**config.mk**
```make
export PLATFORM = sky130hd
export DESIGN_NAME = asp_port
export DESIGN_NICKNAME = d
export VERILOG_FILES = /design/src/asp_port_unused.sv /design/src/asp_pkg.sv /design/src/asp_port.sv
export SDC_FILE = /design/constraint.sdc
export NUM_CORES = 1
export LEC_CHECK = 0
export ABC_AREA = 1
export BUFFER_PORTS_ARGS = -buffer_cell sky130_fd_sc_hd__buf_2
export CORE_UTILIZATION = 42
export DETAILED_ROUTE_END_ITERATION = 6
export HOLD_SLACK_MARGIN = 0.05
export SETUP_SLACK_MARGIN = 0.15
export SYNTH_ARGS = -nofsm -noshare
export SYNTH_HDL_FRONTEND = slang
export SYNTH_SLANG_ARGS = --single-unit
```
**constraint.sdc**
```tcl
create_clock -name i_clk -period 7.3 [get_ports i_clk]
set_input_delay 0.365 -clock i_clk [delete_from_list [all_inputs] [get_ports i_clk]]
set_output_delay 0.365 -clock i_clk [all_outputs]
set_load 0.02 [all_outputs]
```
**src/asp_port_unused.sv**
```systemverilog
`timescale 1ns/10ps

```
**src/asp_pkg.sv**
```systemverilog
// Shared constants, register map and carrier types of the asynchronous serial port.
package asp_pkg;
	localparam logic [15:0] ADDR_COMM_CONTROL = 16'h7050;
	localparam logic [15:0] ADDR_CONTROL_ONE  = 16'h7051;
	localparam logic [15:0] ADDR_DIVISOR_HIGH = 16'h7052;
	localparam logic [15:0] ADDR_DIVISOR_LOW  = 16'h7053;
	localparam logic [15:0] ADDR_CONTROL_TWO  = 16'h7054;
	localparam logic [15:0] ADDR_RX_STATE     = 16'h7055;
	localparam logic [15:0] ADDR_RX_PEEK      = 16'h7056;
	localparam logic [15:0] ADDR_RX_BUFFER    = 16'h7057;
	localparam logic [15:0] ADDR_TX_BUFFER    = 16'h7059;
	localparam logic [15:0] ADDR_QUEUE_TX     = 16'h705a;
	localparam logic [15:0] ADDR_QUEUE_RX     = 16'h705b;
	localparam logic [15:0] ADDR_QUEUE_GEN    = 16'h705c;
	localparam logic [15:0] ADDR_DEBUG_PRIO   = 16'h705f;

	localparam int CTL1_RX_EN    = 0;
	localparam int CTL1_TX_EN    = 1;
	localparam int CTL1_SLEEP    = 2;
	localparam int CTL1_TX_WAKE  = 3;
	localparam int CTL1_CLR_FLAG = 5;
	localparam int CTL2_TX_IE    = 0;
	localparam int CTL2_RX_IE    = 1;
	localparam int CTL2_TX_EMPTY = 6;
	localparam int CTL2_TX_READY = 7;
	localparam int ST_WAKE       = 1;
	localparam int ST_RX_READY   = 6;
	localparam int ST_RX_ERROR   = 7;
	localparam int QTX_ENABLE    = 6;
	localparam int QRX_OVERFLOW  = 7;
	localparam int QGEN_AB_DONE  = 6;
	localparam int QGEN_AB_ARM   = 7;

	localparam logic [7:0]  COMM_CONTROL_RST = 8'h07;
	localparam logic [7:0]  BYTE_RST         = 8'h00;
	localparam logic [19:0] ZERO_DIV_PERIOD  = 20'h0_0010;
	localparam int          DIV_SHIFT        = 3;
	localparam logic [4:0]  TX_GAP_BITS      = 5'h0b;
	localparam logic [23:0] IDLE_DETECT_BITS = 24'h00_000a;
	localparam int          QUEUE_DEPTH      = 4;

	typedef struct packed {
		logic       stop2;
		logic       even;
		logic       par_en;
		logic       spare;
		logic       wake_addr;
		logic [2:0] len_m1;
	} asp_frame_type;

	typedef struct packed {
		logic brk;
		logic fe;
		logic oe;
		logic pe;
	} asp_err_type;

	typedef struct packed {
		logic [15:0] addr;
		logic        wr;
		logic        rd;
		logic [15:0] wdata;
	} asp_bus_type;

	// Bits of one frame from start through the first stop bit.
	function automatic logic [3:0] asp_frame_bits(asp_frame_type c);
		return 4'h3 + {1'b0, c.len_m1} + {3'h0, c.wake_addr} + {3'h0, c.par_en};
	endfunction
endpackage

```
**src/asp_port.sv**
```systemverilog
// Asynchronous serial port: register file, baud timing, transmitter, receiver, auto-baud and queues.
`timescale 1ns/10ps

module asp_fifo #(
	parameter int WIDTH = 8,
	parameter int DEPTH = 32
) (
	input  wire logic                       i_clk,
	input  wire logic                       i_resetn,
	input  wire logic                       i_in_valid,
	output logic                            o_in_ready,
	input  wire logic [WIDTH-1:0]           i_in_data,
	output logic                            o_out_valid,
	input  wire logic                       i_out_ready,
	output logic [WIDTH-1:0]                o_out_data,
	output logic [$clog2(DEPTH+1)-1:0]      o_level
);
	localparam int AW = (DEPTH > 1) ? $clog2(DEPTH) : 1;
	localparam int LW = $clog2(DEPTH + 1);
	logic [WIDTH-1:0] mem_q [DEPTH];
	logic [AW-1:0]    wr_q;
	logic [AW-1:0]    rd_q;
	logic [LW-1:0]    level_q;
	logic             push;
	logic             pop;

	assign o_in_ready  = (level_q != LW'(DEPTH));
	assign o_out_valid = (level_q != '0);
	assign o_out_data  = mem_q[rd_q];
	assign o_level     = level_q;
	assign push        = i_in_valid && o_in_ready;
	assign pop         = i_out_ready && o_out_valid;

	always_ff @(posedge i_clk) begin
		if (push) begin
			mem_q[wr_q] <= i_in_data;
		end
	end

	always_ff @(posedge i_clk or negedge i_resetn) begin
		if (!i_resetn) begin
			wr_q    <= '0;
			rd_q    <= '0;
			level_q <= '0;
		end else begin
			if (push) begin
				wr_q <= (wr_q == AW'(DEPTH - 1)) ? '0 : wr_q + 1'b1;
			end
			if (pop) begin
				rd_q <= (rd_q == AW'(DEPTH - 1)) ? '0 : rd_q + 1'b1;
			end
			level_q <= level_q + LW'(push) - LW'(pop);
		end
	end
endmodule

module asp_port #(
	parameter int Q_DEPTH = asp_pkg::QUEUE_DEPTH
) (
	input  wire logic                i_clk,
	input  wire logic                i_resetn,
	input  wire asp_pkg::asp_bus_type i_bus,
	output logic [15:0]              o_rdata,
	input  wire logic                i_serial_in_pin,
	output logic                     o_serial_out_pin,
	output logic                     o_tx_request,
	output logic                     o_rx_request
);
	import asp_pkg::*;
	localparam int LW = $clog2(Q_DEPTH + 1);

	asp_frame_type cfg_q;
	logic [7:0]    ctl1_q;
	logic [15:0]   div_q;
	logic [1:0]    ie_q;
	logic          q_en_q;
	logic [7:0]    prio_q;
	asp_err_type   err_q;
	logic          wake_q;
	logic          ovf_q;
	logic [15:0]   rdata_q;
	logic [7:0]    rd_byte;
	logic          wr_ok;
	logic          flag_clr;
	logic [19:0]   bit_period;
	logic [16:0]   div_plus1;

	logic          tx_in_ready, tx_out_valid, tx_pop, tx_push, tx_accept;
	logic [7:0]    tx_out_data;
	logic [LW-1:0] tx_level;
	logic          tx_busy_q, tx_line_q;
	logic [23:0]   tx_frame_q, tx_frame_d;
	logic [4:0]    tx_left_q, tx_len_d;
	logic [19:0]   tx_cnt_q;
	logic [12:0]   tx_core;
	logic [7:0]    tx_mask;
	logic [3:0]    tx_p;
	logic          tx_gap;

	logic          rx_in_ready, rx_out_valid, rx_pop, rx_push, rx_room;
	logic [7:0]    rx_out_data;
	logic [LW-1:0] rx_level;
	logic          line_q, rx_busy_q, rx_idle_q, idle_seen;
	logic [19:0]   rx_cnt_q;
	logic [3:0]    rx_idx_q, rx_p;
	logic [12:0]   rx_sh_q;
	logic [23:0]   idle_cnt_q;
	logic [7:0]    rx_data;
	logic          rx_done, rx_addr_bit, rx_par_bad, rx_brk, rx_addr_char, rx_deliver;

	logic          ab_arm_q, ab_meas_q, ab_done_q, ab_finish;
	logic          rd_byte_err;
	logic [19:0]   ab_cnt_q;

	// The host side keeps to sixteen-bit transfers, so one strobe is one register access.
	assign wr_ok     = i_bus.wr;
	assign flag_clr  = wr_ok && (i_bus.addr == ADDR_CONTROL_ONE) && i_bus.wdata[CTL1_CLR_FLAG];
	assign div_plus1 = {1'b0, div_q} + 17'h0_0001;
	assign bit_period = (div_q == 16'h0000) ? ZERO_DIV_PERIOD : {div_plus1, 3'b000};

	// Only the low byte of the write data is ever stored.
	always_ff @(posedge i_clk or negedge i_resetn) begin
		if (!i_resetn) begin
			cfg_q  <= COMM_CONTROL_RST;
			ctl1_q <= BYTE_RST;
			div_q  <= {BYTE_RST, BYTE_RST};
			ie_q   <= 2'b00;
			q_en_q <= 1'b0;
			prio_q <= BYTE_RST;
		end else begin
			if (wr_ok && i_bus.addr == ADDR_COMM_CONTROL) begin
				cfg_q <= i_bus.wdata[7:0];
			end else if (wr_ok && i_bus.addr == ADDR_CONTROL_ONE) begin
				ctl1_q <= {4'h0, i_bus.wdata[3:0]};
			end else if (wr_ok && i_bus.addr == ADDR_DIVISOR_HIGH) begin
				div_q[15:8] <= i_bus.wdata[7:0];
			end else if (wr_ok && i_bus.addr == ADDR_DIVISOR_LOW) begin
				div_q[7:0] <= i_bus.wdata[7:0];
			end else if (wr_ok && i_bus.addr == ADDR_CONTROL_TWO) begin
				ie_q <= i_bus.wdata[CTL2_RX_IE:CTL2_TX_IE];
			end else if (wr_ok && i_bus.addr == ADDR_QUEUE_TX) begin
				q_en_q <= i_bus.wdata[QTX_ENABLE];
			end else if (wr_ok && i_bus.addr == ADDR_DEBUG_PRIO) begin
				prio_q <= i_bus.wdata[7:0];
			end
			// An address-bit or idle-gap request applies to one character only.
			if (tx_pop) begin
				ctl1_q[CTL1_TX_WAKE] <= 1'b0;
			end
			if (ab_finish) begin
				div_q <= (ab_cnt_q[18:3] == 16'h0000) ? 16'h0000 : ab_cnt_q[18:3] - 16'h0001;
			end
		end
	end

	always_comb begin
		rd_byte = 8'h00;
		if (i_bus.addr == ADDR_COMM_CONTROL) begin
			rd_byte = cfg_q;
		end else if (i_bus.addr == ADDR_CONTROL_ONE) begin
			rd_byte = ctl1_q;
		end else if (i_bus.addr == ADDR_DIVISOR_HIGH) begin
			rd_byte = div_q[15:8];
		end else if (i_bus.addr == ADDR_DIVISOR_LOW) begin
			rd_byte = div_q[7:0];
		end else if (i_bus.addr == ADDR_CONTROL_TWO) begin
			rd_byte = {tx_accept, !tx_busy_q, 4'h0, ie_q};
		end else if (i_bus.addr == ADDR_RX_STATE) begin
			rd_byte = {|err_q, rx_out_valid, err_q.brk, err_q.fe, err_q.oe, err_q.pe, wake_q, 1'b0};
		end else if (i_bus.addr == ADDR_RX_PEEK || i_bus.addr == ADDR_RX_BUFFER) begin
			rd_byte = rx_out_data;
		end else if (i_bus.addr == ADDR_QUEUE_TX) begin
			rd_byte = {1'b0, q_en_q, 6'(tx_level)};
		end else if (i_bus.addr == ADDR_QUEUE_RX) begin
			rd_byte = {ovf_q, 1'b0, 6'(rx_level)};
		end else if (i_bus.addr == ADDR_QUEUE_GEN) begin
			rd_byte = {ab_arm_q, ab_done_q, 6'h00};
		end else if (i_bus.addr == ADDR_DEBUG_PRIO) begin
			rd_byte = prio_q;
		end
	end

	always_ff @(posedge i_clk or negedge i_resetn) begin
		if (!i_resetn) begin
			rdata_q <= 16'h0000;
		end else if (i_bus.rd) begin
			rdata_q <= {8'h00, rd_byte};
		end
	end
	assign o_rdata = rdata_q;

	// Without the queue enabled the queue stands in as a single buffer register.
	assign tx_accept = q_en_q ? tx_in_ready : (tx_level == '0);
	assign tx_push   = wr_ok && (i_bus.addr == ADDR_TX_BUFFER) && tx_accept;
	assign tx_pop    = !tx_busy_q && ctl1_q[CTL1_TX_EN] && tx_out_valid;
	assign rx_room   = q_en_q ? rx_in_ready : (rx_level == '0);
	assign rx_push   = rx_deliver && rx_room;
	assign rx_pop    = i_bus.rd && (i_bus.addr == ADDR_RX_BUFFER);

	asp_fifo #(.WIDTH(8), .DEPTH(Q_DEPTH)) u_tx_queue (
		.i_clk       (i_clk),
		.i_resetn    (i_resetn),
		.i_in_valid  (tx_push),
		.o_in_ready  (tx_in_ready),
		.i_in_data   (i_bus.wdata[7:0]),
		.o_out_valid (tx_out_valid),
		.i_out_ready (tx_pop),
		.o_out_data  (tx_out_data),
		.o_level     (tx_level)
	);

	asp_fifo #(.WIDTH(8), .DEPTH(Q_DEPTH)) u_rx_queue (
		.i_clk       (i_clk),
		.i_resetn    (i_resetn),
		.i_in_valid  (rx_push),
		.o_in_ready  (rx_in_ready),
		.i_in_data   (rx_data),
		.o_out_valid (rx_out_valid),
		.i_out_ready (rx_pop),
		.o_out_data  (rx_out_data),
		.o_level     (rx_level)
	);

	// The whole frame is built at load time so the shifter only walks bits out.
	always_comb begin
		tx_mask = 8'hff >> (3'h7 - cfg_q.len_m1);
		tx_core = 13'h1fff;
		tx_core[0] = 1'b0;
		for (int k = 0; k < 8; k++) begin
			if (3'(k) <= cfg_q.len_m1) begin
				tx_core[k + 1] = tx_out_data[k];
			end
		end
		tx_p = {1'b0, cfg_q.len_m1} + 4'h2;
		if (cfg_q.wake_addr) begin
			tx_core[tx_p] = ctl1_q[CTL1_TX_WAKE];
			tx_p = tx_p + 4'h1;
		end
		if (cfg_q.par_en) begin
			tx_core[tx_p] = (^(tx_out_data & tx_mask)) ^ ~cfg_q.even;
		end
		tx_gap = !cfg_q.wake_addr && ctl1_q[CTL1_TX_WAKE];
		tx_frame_d = tx_gap ? {tx_core, 11'h7ff} : {11'h7ff, tx_core};
		tx_len_d = {1'b0, asp_frame_bits(cfg_q)} + {4'h0, cfg_q.stop2} + (tx_gap ? TX_GAP_BITS : 5'h00);
	end

	always_ff @(posedge i_clk or negedge i_resetn) begin
		if (!i_resetn) begin
			tx_busy_q  <= 1'b0;
			tx_line_q  <= 1'b1;
			tx_frame_q <= '1;
			tx_left_q  <= 5'h00;
			tx_cnt_q   <= 20'h0_0000;
		end else if (!tx_busy_q) begin
			tx_line_q <= 1'b1;
			if (tx_pop) begin
				tx_busy_q  <= 1'b1;
				tx_frame_q <= tx_frame_d;
				tx_left_q  <= tx_len_d;
				tx_line_q  <= tx_frame_d[0];
				tx_cnt_q   <= bit_period - 20'h0_0001;
			end
		end else if (tx_cnt_q != 20'h0_0000) begin
			tx_cnt_q <= tx_cnt_q - 20'h0_0001;
		end else if (tx_left_q == 5'h01) begin
			tx_busy_q <= 1'b0;
			tx_line_q <= 1'b1;
		end else begin
			tx_frame_q <= {1'b1, tx_frame_q[23:1]};
			tx_line_q  <= tx_frame_q[1];
			tx_left_q  <= tx_left_q - 5'h01;
			tx_cnt_q   <= bit_period - 20'h0_0001;
		end
	end
	assign o_serial_out_pin = tx_line_q;

	// Idle-line detection counts clocks of high line against ten bit times.
	always_ff @(posedge i_clk or negedge i_resetn) begin
		if (!i_resetn) begin
			idle_cnt_q <= 24'h00_0000;
		end else if (!i_serial_in_pin || rx_busy_q) begin
			idle_cnt_q <= 24'h00_0000;
		end else if (!idle_seen) begin
			idle_cnt_q <= idle_cnt_q + 24'h00_0001;
		end
	end
	assign idle_seen = (idle_cnt_q >= 24'(bit_period) * IDLE_DETECT_BITS);

	always_ff @(posedge i_clk or negedge i_resetn) begin
		if (!i_resetn) begin
			line_q    <= 1'b1;
			rx_busy_q <= 1'b0;
			rx_idle_q <= 1'b0;
			rx_cnt_q  <= 20'h0_0000;
			rx_idx_q  <= 4'h0;
			rx_sh_q   <= 13'h0000;
		end else begin
			line_q <= i_serial_in_pin;
			if (!rx_busy_q) begin
				if (ctl1_q[CTL1_RX_EN] && line_q && !i_serial_in_pin) begin
					rx_busy_q <= 1'b1;
					rx_idle_q <= idle_seen;
					rx_cnt_q  <= bit_period >> 1;
					rx_idx_q  <= 4'h0;
				end
			end else if (rx_cnt_q != 20'h0_0000) begin
				rx_cnt_q <= rx_cnt_q - 20'h0_0001;
			end else begin
				rx_sh_q[rx_idx_q] <= i_serial_in_pin;
				if ((rx_idx_q == 4'h0 && i_serial_in_pin) || rx_done) begin
					rx_busy_q <= 1'b0;
				end else begin
					rx_idx_q <= rx_idx_q + 4'h1;
					rx_cnt_q <= bit_period - 20'h0_0001;
				end
			end
		end
	end

	// The first stop bit is the sample being taken in the cycle of completion.
	assign rx_done = rx_busy_q && (rx_cnt_q == 20'h0_0000) && (rx_idx_q == asp_frame_bits(cfg_q) - 4'h1);
	always_comb begin
		rx_data = 8'h00;
		for (int k = 0; k < 8; k++) begin
			if (3'(k) <= cfg_q.len_m1) begin
				rx_data[k] = rx_sh_q[k + 1];
			end
		end
		rx_p = {1'b0, cfg_q.len_m1} + 4'h2;
		rx_addr_bit = cfg_q.wake_addr && rx_sh_q[rx_p];
		rx_p = rx_p + {3'h0, cfg_q.wake_addr};
		rx_par_bad = cfg_q.par_en && (rx_sh_q[rx_p] != ((^rx_data) ^ ~cfg_q.even));
		rx_brk = !i_serial_in_pin && ((rx_sh_q & ((13'h0001 << rx_idx_q) - 13'h0001)) == 13'h0000);
		rx_addr_char = cfg_q.wake_addr ? rx_addr_bit : rx_idle_q;
		rx_deliver = rx_done && (!ctl1_q[CTL1_SLEEP] || rx_addr_char);
	end

	// A new error in the cycle of a clear stays set.
	always_ff @(posedge i_clk or negedge i_resetn) begin
		if (!i_resetn) begin
			err_q  <= '0;
			wake_q <= 1'b0;
			ovf_q  <= 1'b0;
		end else begin
			err_q.pe  <= (err_q.pe && !flag_clr) || (rx_done && rx_par_bad);
			err_q.fe  <= (err_q.fe && !flag_clr) || (rx_done && !i_serial_in_pin);
			err_q.brk <= (err_q.brk && !flag_clr) || (rx_done && rx_brk);
			err_q.oe  <= (err_q.oe && !flag_clr) || (rx_deliver && !rx_room);
			ovf_q     <= (ovf_q && !flag_clr) || (rx_deliver && !rx_room && q_en_q);
			wake_q    <= (wake_q && !flag_clr) || (rx_done && rx_addr_char);
		end
	end

	// Break has no enable of its own and rides on the receive request.
	assign o_tx_request = ie_q[CTL2_TX_IE] && tx_accept;
	assign o_rx_request = (ie_q[CTL2_RX_IE] && rx_out_valid) || err_q.brk;

	// Auto-baud times the first low pulse after arming; software sends a character with bit 0 high.
	assign ab_finish = ab_meas_q && i_serial_in_pin;
	always_ff @(posedge i_clk or negedge i_resetn) begin
		if (!i_resetn) begin
			ab_arm_q  <= 1'b0;
			ab_meas_q <= 1'b0;
			ab_done_q <= 1'b0;
			ab_cnt_q  <= 20'h0_0000;
		end else if (wr_ok && i_bus.addr == ADDR_QUEUE_GEN && i_bus.wdata[QGEN_AB_ARM]) begin
			ab_arm_q  <= 1'b1;
			ab_meas_q <= 1'b0;
			ab_done_q <= 1'b0;
		end else if (ab_finish) begin
			ab_arm_q  <= 1'b0;
			ab_meas_q <= 1'b0;
			ab_done_q <= 1'b1;
		end else if (ab_meas_q) begin
			ab_cnt_q <= (ab_cnt_q == 20'hf_ffff) ? ab_cnt_q : ab_cnt_q + 20'h0_0001;
		end else if (ab_arm_q && line_q && !i_serial_in_pin) begin
			ab_meas_q <= 1'b1;
			ab_cnt_q  <= 20'h0_0001;
		end
	end

	property p_low_held;
		@(posedge i_clk) disable iff (!i_resetn) $fell(o_serial_out_pin) |-> !o_serial_out_pin [*8];
	endproperty
	a_low_held: assert property (p_low_held) else $error("line low shorter than a bit");
	property p_idle_high;
		@(posedge i_clk) disable iff (!i_resetn) !tx_busy_q |-> o_serial_out_pin;
	endproperty
	a_idle_high: assert property (p_idle_high) else $error("idle line not high");
	property p_full_refused;
		@(posedge i_clk) disable iff (!i_resetn)
			(wr_ok && i_bus.addr == ADDR_TX_BUFFER && !tx_accept && !tx_pop) |=> $stable(tx_level);
	endproperty
	a_full_refused: assert property (p_full_refused) else $error("write taken while buffer busy");
	// An idle-gap frame opens with high bits, so only plain frames start low at once.
	property p_tx_start;
		@(posedge i_clk) disable iff (!i_resetn) (tx_pop && !tx_gap) |=> tx_busy_q && !o_serial_out_pin;
	endproperty
	a_tx_start: assert property (p_tx_start) else $error("start bit not low after load");
	property p_tx_load;
		@(posedge i_clk) disable iff (!i_resetn) tx_pop |=> tx_busy_q && (tx_line_q == tx_frame_q[0]);
	endproperty
	a_tx_load: assert property (p_tx_load) else $error("shifter not loaded from buffer");
	property p_upper_zero;
		@(posedge i_clk) disable iff (!i_resetn) o_rdata[15:8] == 8'h00;
	endproperty
	a_upper_zero: assert property (p_upper_zero) else $error("upper read byte not zero");
	property p_lane_ignored;
		@(posedge i_clk) disable iff (!i_resetn)
			(wr_ok && i_bus.addr == ADDR_COMM_CONTROL && i_bus.wdata[7:0] == cfg_q) |=> $stable(cfg_q);
	endproperty
	a_lane_ignored: assert property (p_lane_ignored) else $error("upper lane changed a register");
	property p_rx_ready;
		@(posedge i_clk) disable iff (!i_resetn) rx_push |=> rx_out_valid;
	endproperty
	a_rx_ready: assert property (p_rx_ready) else $error("character not available");
	property p_overrun;
		@(posedge i_clk) disable iff (!i_resetn) (rx_deliver && !rx_room) |=> err_q.oe && rd_byte_err;
	endproperty
	assign rd_byte_err = |err_q;
	a_overrun: assert property (p_overrun) else $error("overrun not flagged");
	property p_tx_disabled;
		@(posedge i_clk) disable iff (!i_resetn) (!ctl1_q[CTL1_TX_EN] && !tx_busy_q) |=> !tx_busy_q;
	endproperty
	a_tx_disabled: assert property (p_tx_disabled) else $error("disabled transmitter started");
	property p_zero_div;
		@(posedge i_clk) disable iff (!i_resetn) (div_q == 16'h0000 && tx_pop) |=> tx_cnt_q == 20'h0_000f;
	endproperty
	a_zero_div: assert property (p_zero_div) else $error("zero divisor bit time wrong");
	c_tx_frame: cover property (@(posedge i_clk) disable iff (!i_resetn) $fell(tx_busy_q));
	c_rx_char: cover property (@(posedge i_clk) disable iff (!i_resetn) rx_push);
	c_overrun: cover property (@(posedge i_clk) disable iff (!i_resetn) rx_deliver && !rx_room);
	c_autobaud: cover property (@(posedge i_clk) disable iff (!i_resetn) ab_finish);
endmodule

```
==> results.md <==
- The time the worst path needs with I/O delays and setup is 6.153 ns.
- The remaining number of nets flagged by the antenna check after routing is 0.
- The number of vias in the routed layout is 17340.
- The cell at the root of the clock tree is clkbuf_16.
- After technology mapping, the gate count stands at 2606.
- In this run the standard cell core region covers 44410 um^2.
- After Yosys synthesis, XOR and XNOR cells account for 4.092% of the synthesized area.
- The clock net in this run drives a total of 268 sinks.
- The overall global routing resource usage is 23.97%.
- Once the floorplan was initialized, standard cells occupied 42.82% of the core.
- The critical path launch point type is a flop.
- The number of max-cap violations is 0.
- The total design power is 0.005659 W.
- The clock insertion delay at the later pin of the skew report is 0.56 ns.
- The length of the first detailed-routing pass in iterations is 5.
- The fraction of the core area covered by cells at the end of the flow is 46.79%.
- The final setup violation count is 0.
- The number of setup buffers added after CTS is 0.
- After synthesis, the share of cell area in mux cells is 0.1118%.
- The count of different cell masters after synthesis is 68.
- The half-perimeter wire length after placement is 40790 um.
- The number of non-filler instances in the completed layout is 3237.
- The layout has 4535 filler cells.
- STA puts the critical path data arrival time at 6.58 ns.
- The worst-case setup slack after placement is 1.257 ns.
- After floorplanning, the core was divided into 77 placement rows.
- The H-tree depth is 2.
- The die area is 46140 um^2.
- The via count of the first global-routing pass is 16780.
- The count of state elements after synthesis is 268.
- The synthesized netlist devotes 13.39% of its cell area to compound gates.
- After clock tree synthesis, the clock-pin slew on the worst setup and hold paths is 0.06 ns.
- The congestion estimate from routability-driven global placement came to 0.9437.
- In this run the vertical extent of the chip is 214.8 um.
- The DRC marker count from the first detailed-route iteration is 1294.
- The reg-to-reg critical path startpoint is div_q[0]$_DFFE_PN0P_.
- The number of antenna diodes in the final layout is 0.
- Based on the critical path, the design can be clocked at up to 0.1625 GHz.
- Setup repair after global routing left no endpoint under its margin.
- The global-route congestion overflow total is 0.
- The proportion of synthesized chip area in sequential cells is 37.13%.
- Pin placement for this block handled 56 I/O pins.
- Counting tap cells, the placed design contains a total of 3173 instances.
- The number of vias per cell after detailed routing is 5.358.
- Buffers inserted during clock tree synthesis total 34.
- Summing every instance area after synthesis gives 19020 um^2.
- Among the stages of the critical path, the cell type that occurs most often is nand2_1.
- Entering global routing, the biggest net connects 85 pins.
- The dominant combinational cell family by area after synthesis is simple AND/OR/NAND/NOR gates.
- The count of buffers added on input and output ports is 39.
- During synthesis, Yosys emitted a total of 0 warnings.
- Each instance of the synthesized netlist takes up on average 7.298 um^2.
- The number of antenna violations at the first check in global routing is 1.
- The first global-routing pass estimated 89130 um of wire.
- The tightest min-delay check is of the input port to flop type.
- The routed wire length is 54820 um.
- Yosys mapped a number of flops with a built-in enable equal to 64.
- After detailed routing, the number of remaining DRC violations is 0.
- For this run, the leading register cell type out of synthesis is dfrtp_1.
- The highest ir drop seen on vdd is 0.1725 mV.
- The flow ran to the end, and the final reports show no timing, DRC or antenna violations.
- The count of endpoints failing hold in the final timing report is 0.
- At the worst endpoint, the required time is 7.73 ns.
- The worst hold path begins at i_bus[2].
- The post-route netlist has 6.843% of its cells at a drive strength greater than 1.
- For this run, asynchronously set or reset flops after synthesis account for 76.12%.
- At the end of the flow, the number of nets in the layout was 2763.
- The worst setup skew after layout is 0.02186 ns.
- The worst pin sits at a relative slew slack of 35.46%.
- The setup path with the least slack is of type flop to flop.
- The maximum single-stage delay on the critical path is 0.48 ns.
- The leakage power is 9.623 nW.
- Dividing the detail-routed wire length by the instance count gives 16.93 um.
- Across all setup checks in the final design, the least slack found is 1.147 ns.
- For the final routed database, the setup TNS stands at 0 ns.
- The share of synthesized cell area in and, or, nand and nor gates is 28.64%.
- The largest individual stage delay along the critical path comes from the cell nand2_1.
- In this run the worst path has a maximum fanout of 17.
- The synthesis-to-finish area growth is 9.263%.
- The final count of pins violating max slew is 0.
- The power density normalized to cell area is 272.3 nW/um^2.
- The nature of the critical path endpoint is a flop.
- For the pin with the worst max-slew slack, the measured transition is 0.9592 ns.
- The adder-cell share of the synthesized area is 7.211%.
- In this run the deepest clock path goes through 3 buffers.
- After layout, the worst path uses 84.29% of the clock period.
- The horizontal die dimension is 214.8 um.
- Tracing the worst setup path back leads to its startpoint at div_q[0]$_DFFE_PN0P_.
- TritonCTS built the clock tree.
path summary, 6_finish.rpt:
path                            cells past startpoint                                to  slack, ns
worst max-delay path                               31        idle_cnt_q[11]$_DFFE_PN0P_       1.15
worst min register to register                      2        tx_frame_q[13]$_DFFE_PN1P_       0.47
worst max register to register                     31        idle_cnt_q[11]$_DFFE_PN0P_       1.15
worst min-delay path                                1  u_tx_queue.mem_q[1][2]$_DFFE_PP_       0.09
max in group asynchronous                           3           tx_cnt_q[4]$_DFFE_PN0P_       5.52
min in group asynchronous                           2    u_tx_queue.rd_q[1]$_DFFE_PN0P_       0.41
critical path, delay by kind of cell, from the launching register on:
kind	cells	cell delay, ns
AO/OA/AOI/OAI	6	1.13
XOR/XNOR	1	0.17
adder cells (fa/ha/maj)	5	1.25
buffers and inverters	2	0.36
flip-flops	1	0.47
AND/OR/NAND/NOR	17	2.64
routing by layer:
metal / track usage (%) / part of all wire, %
met3: 3.609 / 4.6
met5: 0 / 0
met4: 6.857 / 2.3
met1: 32.39 / 46
met2: 39.65 / 47
synth_stat cells (all sizes together), types with 3 or more instances:
cell type,count,area (um^2)
a21boi,3,22.52
a21oi,119,606.8
a22oi,8,60.06
a31oi,25,156.4
a32o,3,30.03
buf,44,287.8
clkbuf,33,123.9
clkinv,3,11.26
dfrtp,176,4404
dfstp,28,735.7
edfxtp,64,1922
fa,6,120.1
ha,100,1251
inv,363,1365
nand2,626,2372
nand3,180,928.4
nand3b,7,52.55
nand4,51,319.1
nor2,272,1084
nor3,82,455.4
nor4,19,140.1
o2111ai,3,26.28
o211ai,22,165.2
o21ai,210,1059
o21bai,6,45.04
o221ai,6,52.55
o22ai,15,93.84
o31ai,17,127.6
or2,4,25.02
xnor2,21,183.9
xor2,67,594.3
cell usage in the layout (no fill, tap or decap), drive strengths merged, types with 4 or more instances in the layout:
cell      n
xnor2    21
fa        6
nand3   180
nor4     19
o21bai    6
a31oi    25
o21ai   210
edfxtp   64
nand2   626
clkinv    9
o31ai    17
conb      8
nand4    51
nor3     82
clkbuf   48
o22ai    15
dfrtp   176
a21oi   119
or2       4
inv     365
buf      45
nand3b    7
xor2     67
dfstp    28
nor2    272
a22oi     8
o211ai   22
ha      100
o221ai    6
sequential cells by signal (all words and copies together), names as in the netlist, 3 cells and up:
signal              count
u_rx_queue.mem_q       32
u_tx_queue.mem_q       32
idle_cnt_q             24
tx_frame_q             23
ab_cnt_q               20
rx_cnt_q               20
tx_cnt_q               20
div_q                  16
rx_sh_q                13
cfg_q                   8
o_rdata                 8
prio_q                  8
tx_left_q               5
ctl1_q                  4
err_q                   4
rx_idx_q                4
u_rx_queue.o_level      3
u_tx_queue.o_level      3
final cells by class:
class	instances	area (um^2)	area share, %
repair buffers	48	280.3	1.349
clock buffers	48	984.7	4.739
multi-input cells	1902	10190	49.06
flip-flops and latches	268	7062	33.98
clock inverters	13	141.4	0.6804
well taps	592	740.7	3.565
inverters	366	1376	6.623
through the flow:
| stage | instance area (um^2) | hold WS, ns |
|---|---|---|
| 2_1_floorplan | 19040 | 0.06941 |
| 3_3_place_gp | 19620 | 0.4150 |
| 3_5_place_dp | 19620 | 0.4291 |
| 4_1_cts | 20780 | 0.05676 |
| 5_1_grt | 20780 | 0.06395 |
| 6_report | 20780 | 0.08612 |
cell families (layout without fill, tap and decap cells):
group | Yosys count | in the layout
DFF | 268 | 268
xor gates and xnor gates | 88 | 88
other | 1 | 8
AOI/OAI and AO/OA | 449 | 449
muxes | 2 | 2
and+or+nand+nor | 1249 | 1249
adders and majority gates | 106 | 106
buffers and inverters | 443 | 475
what timing repair did:
action                                 in CTS  in global routing
hold buffers                                3                  0
gates resized for setup                     0                  0
endpoints found under the hold margin      84                  0
setup endpoints to repair                   0                  0
power breakdown:
part / switching [W] / internal (W)
clock: 0.000697 / 0.00102
combinational: 0.00131 / 0.000691
sequential: 0.000173 / 0.00177
Note: power is estimated with default switching activity, not from simulation.
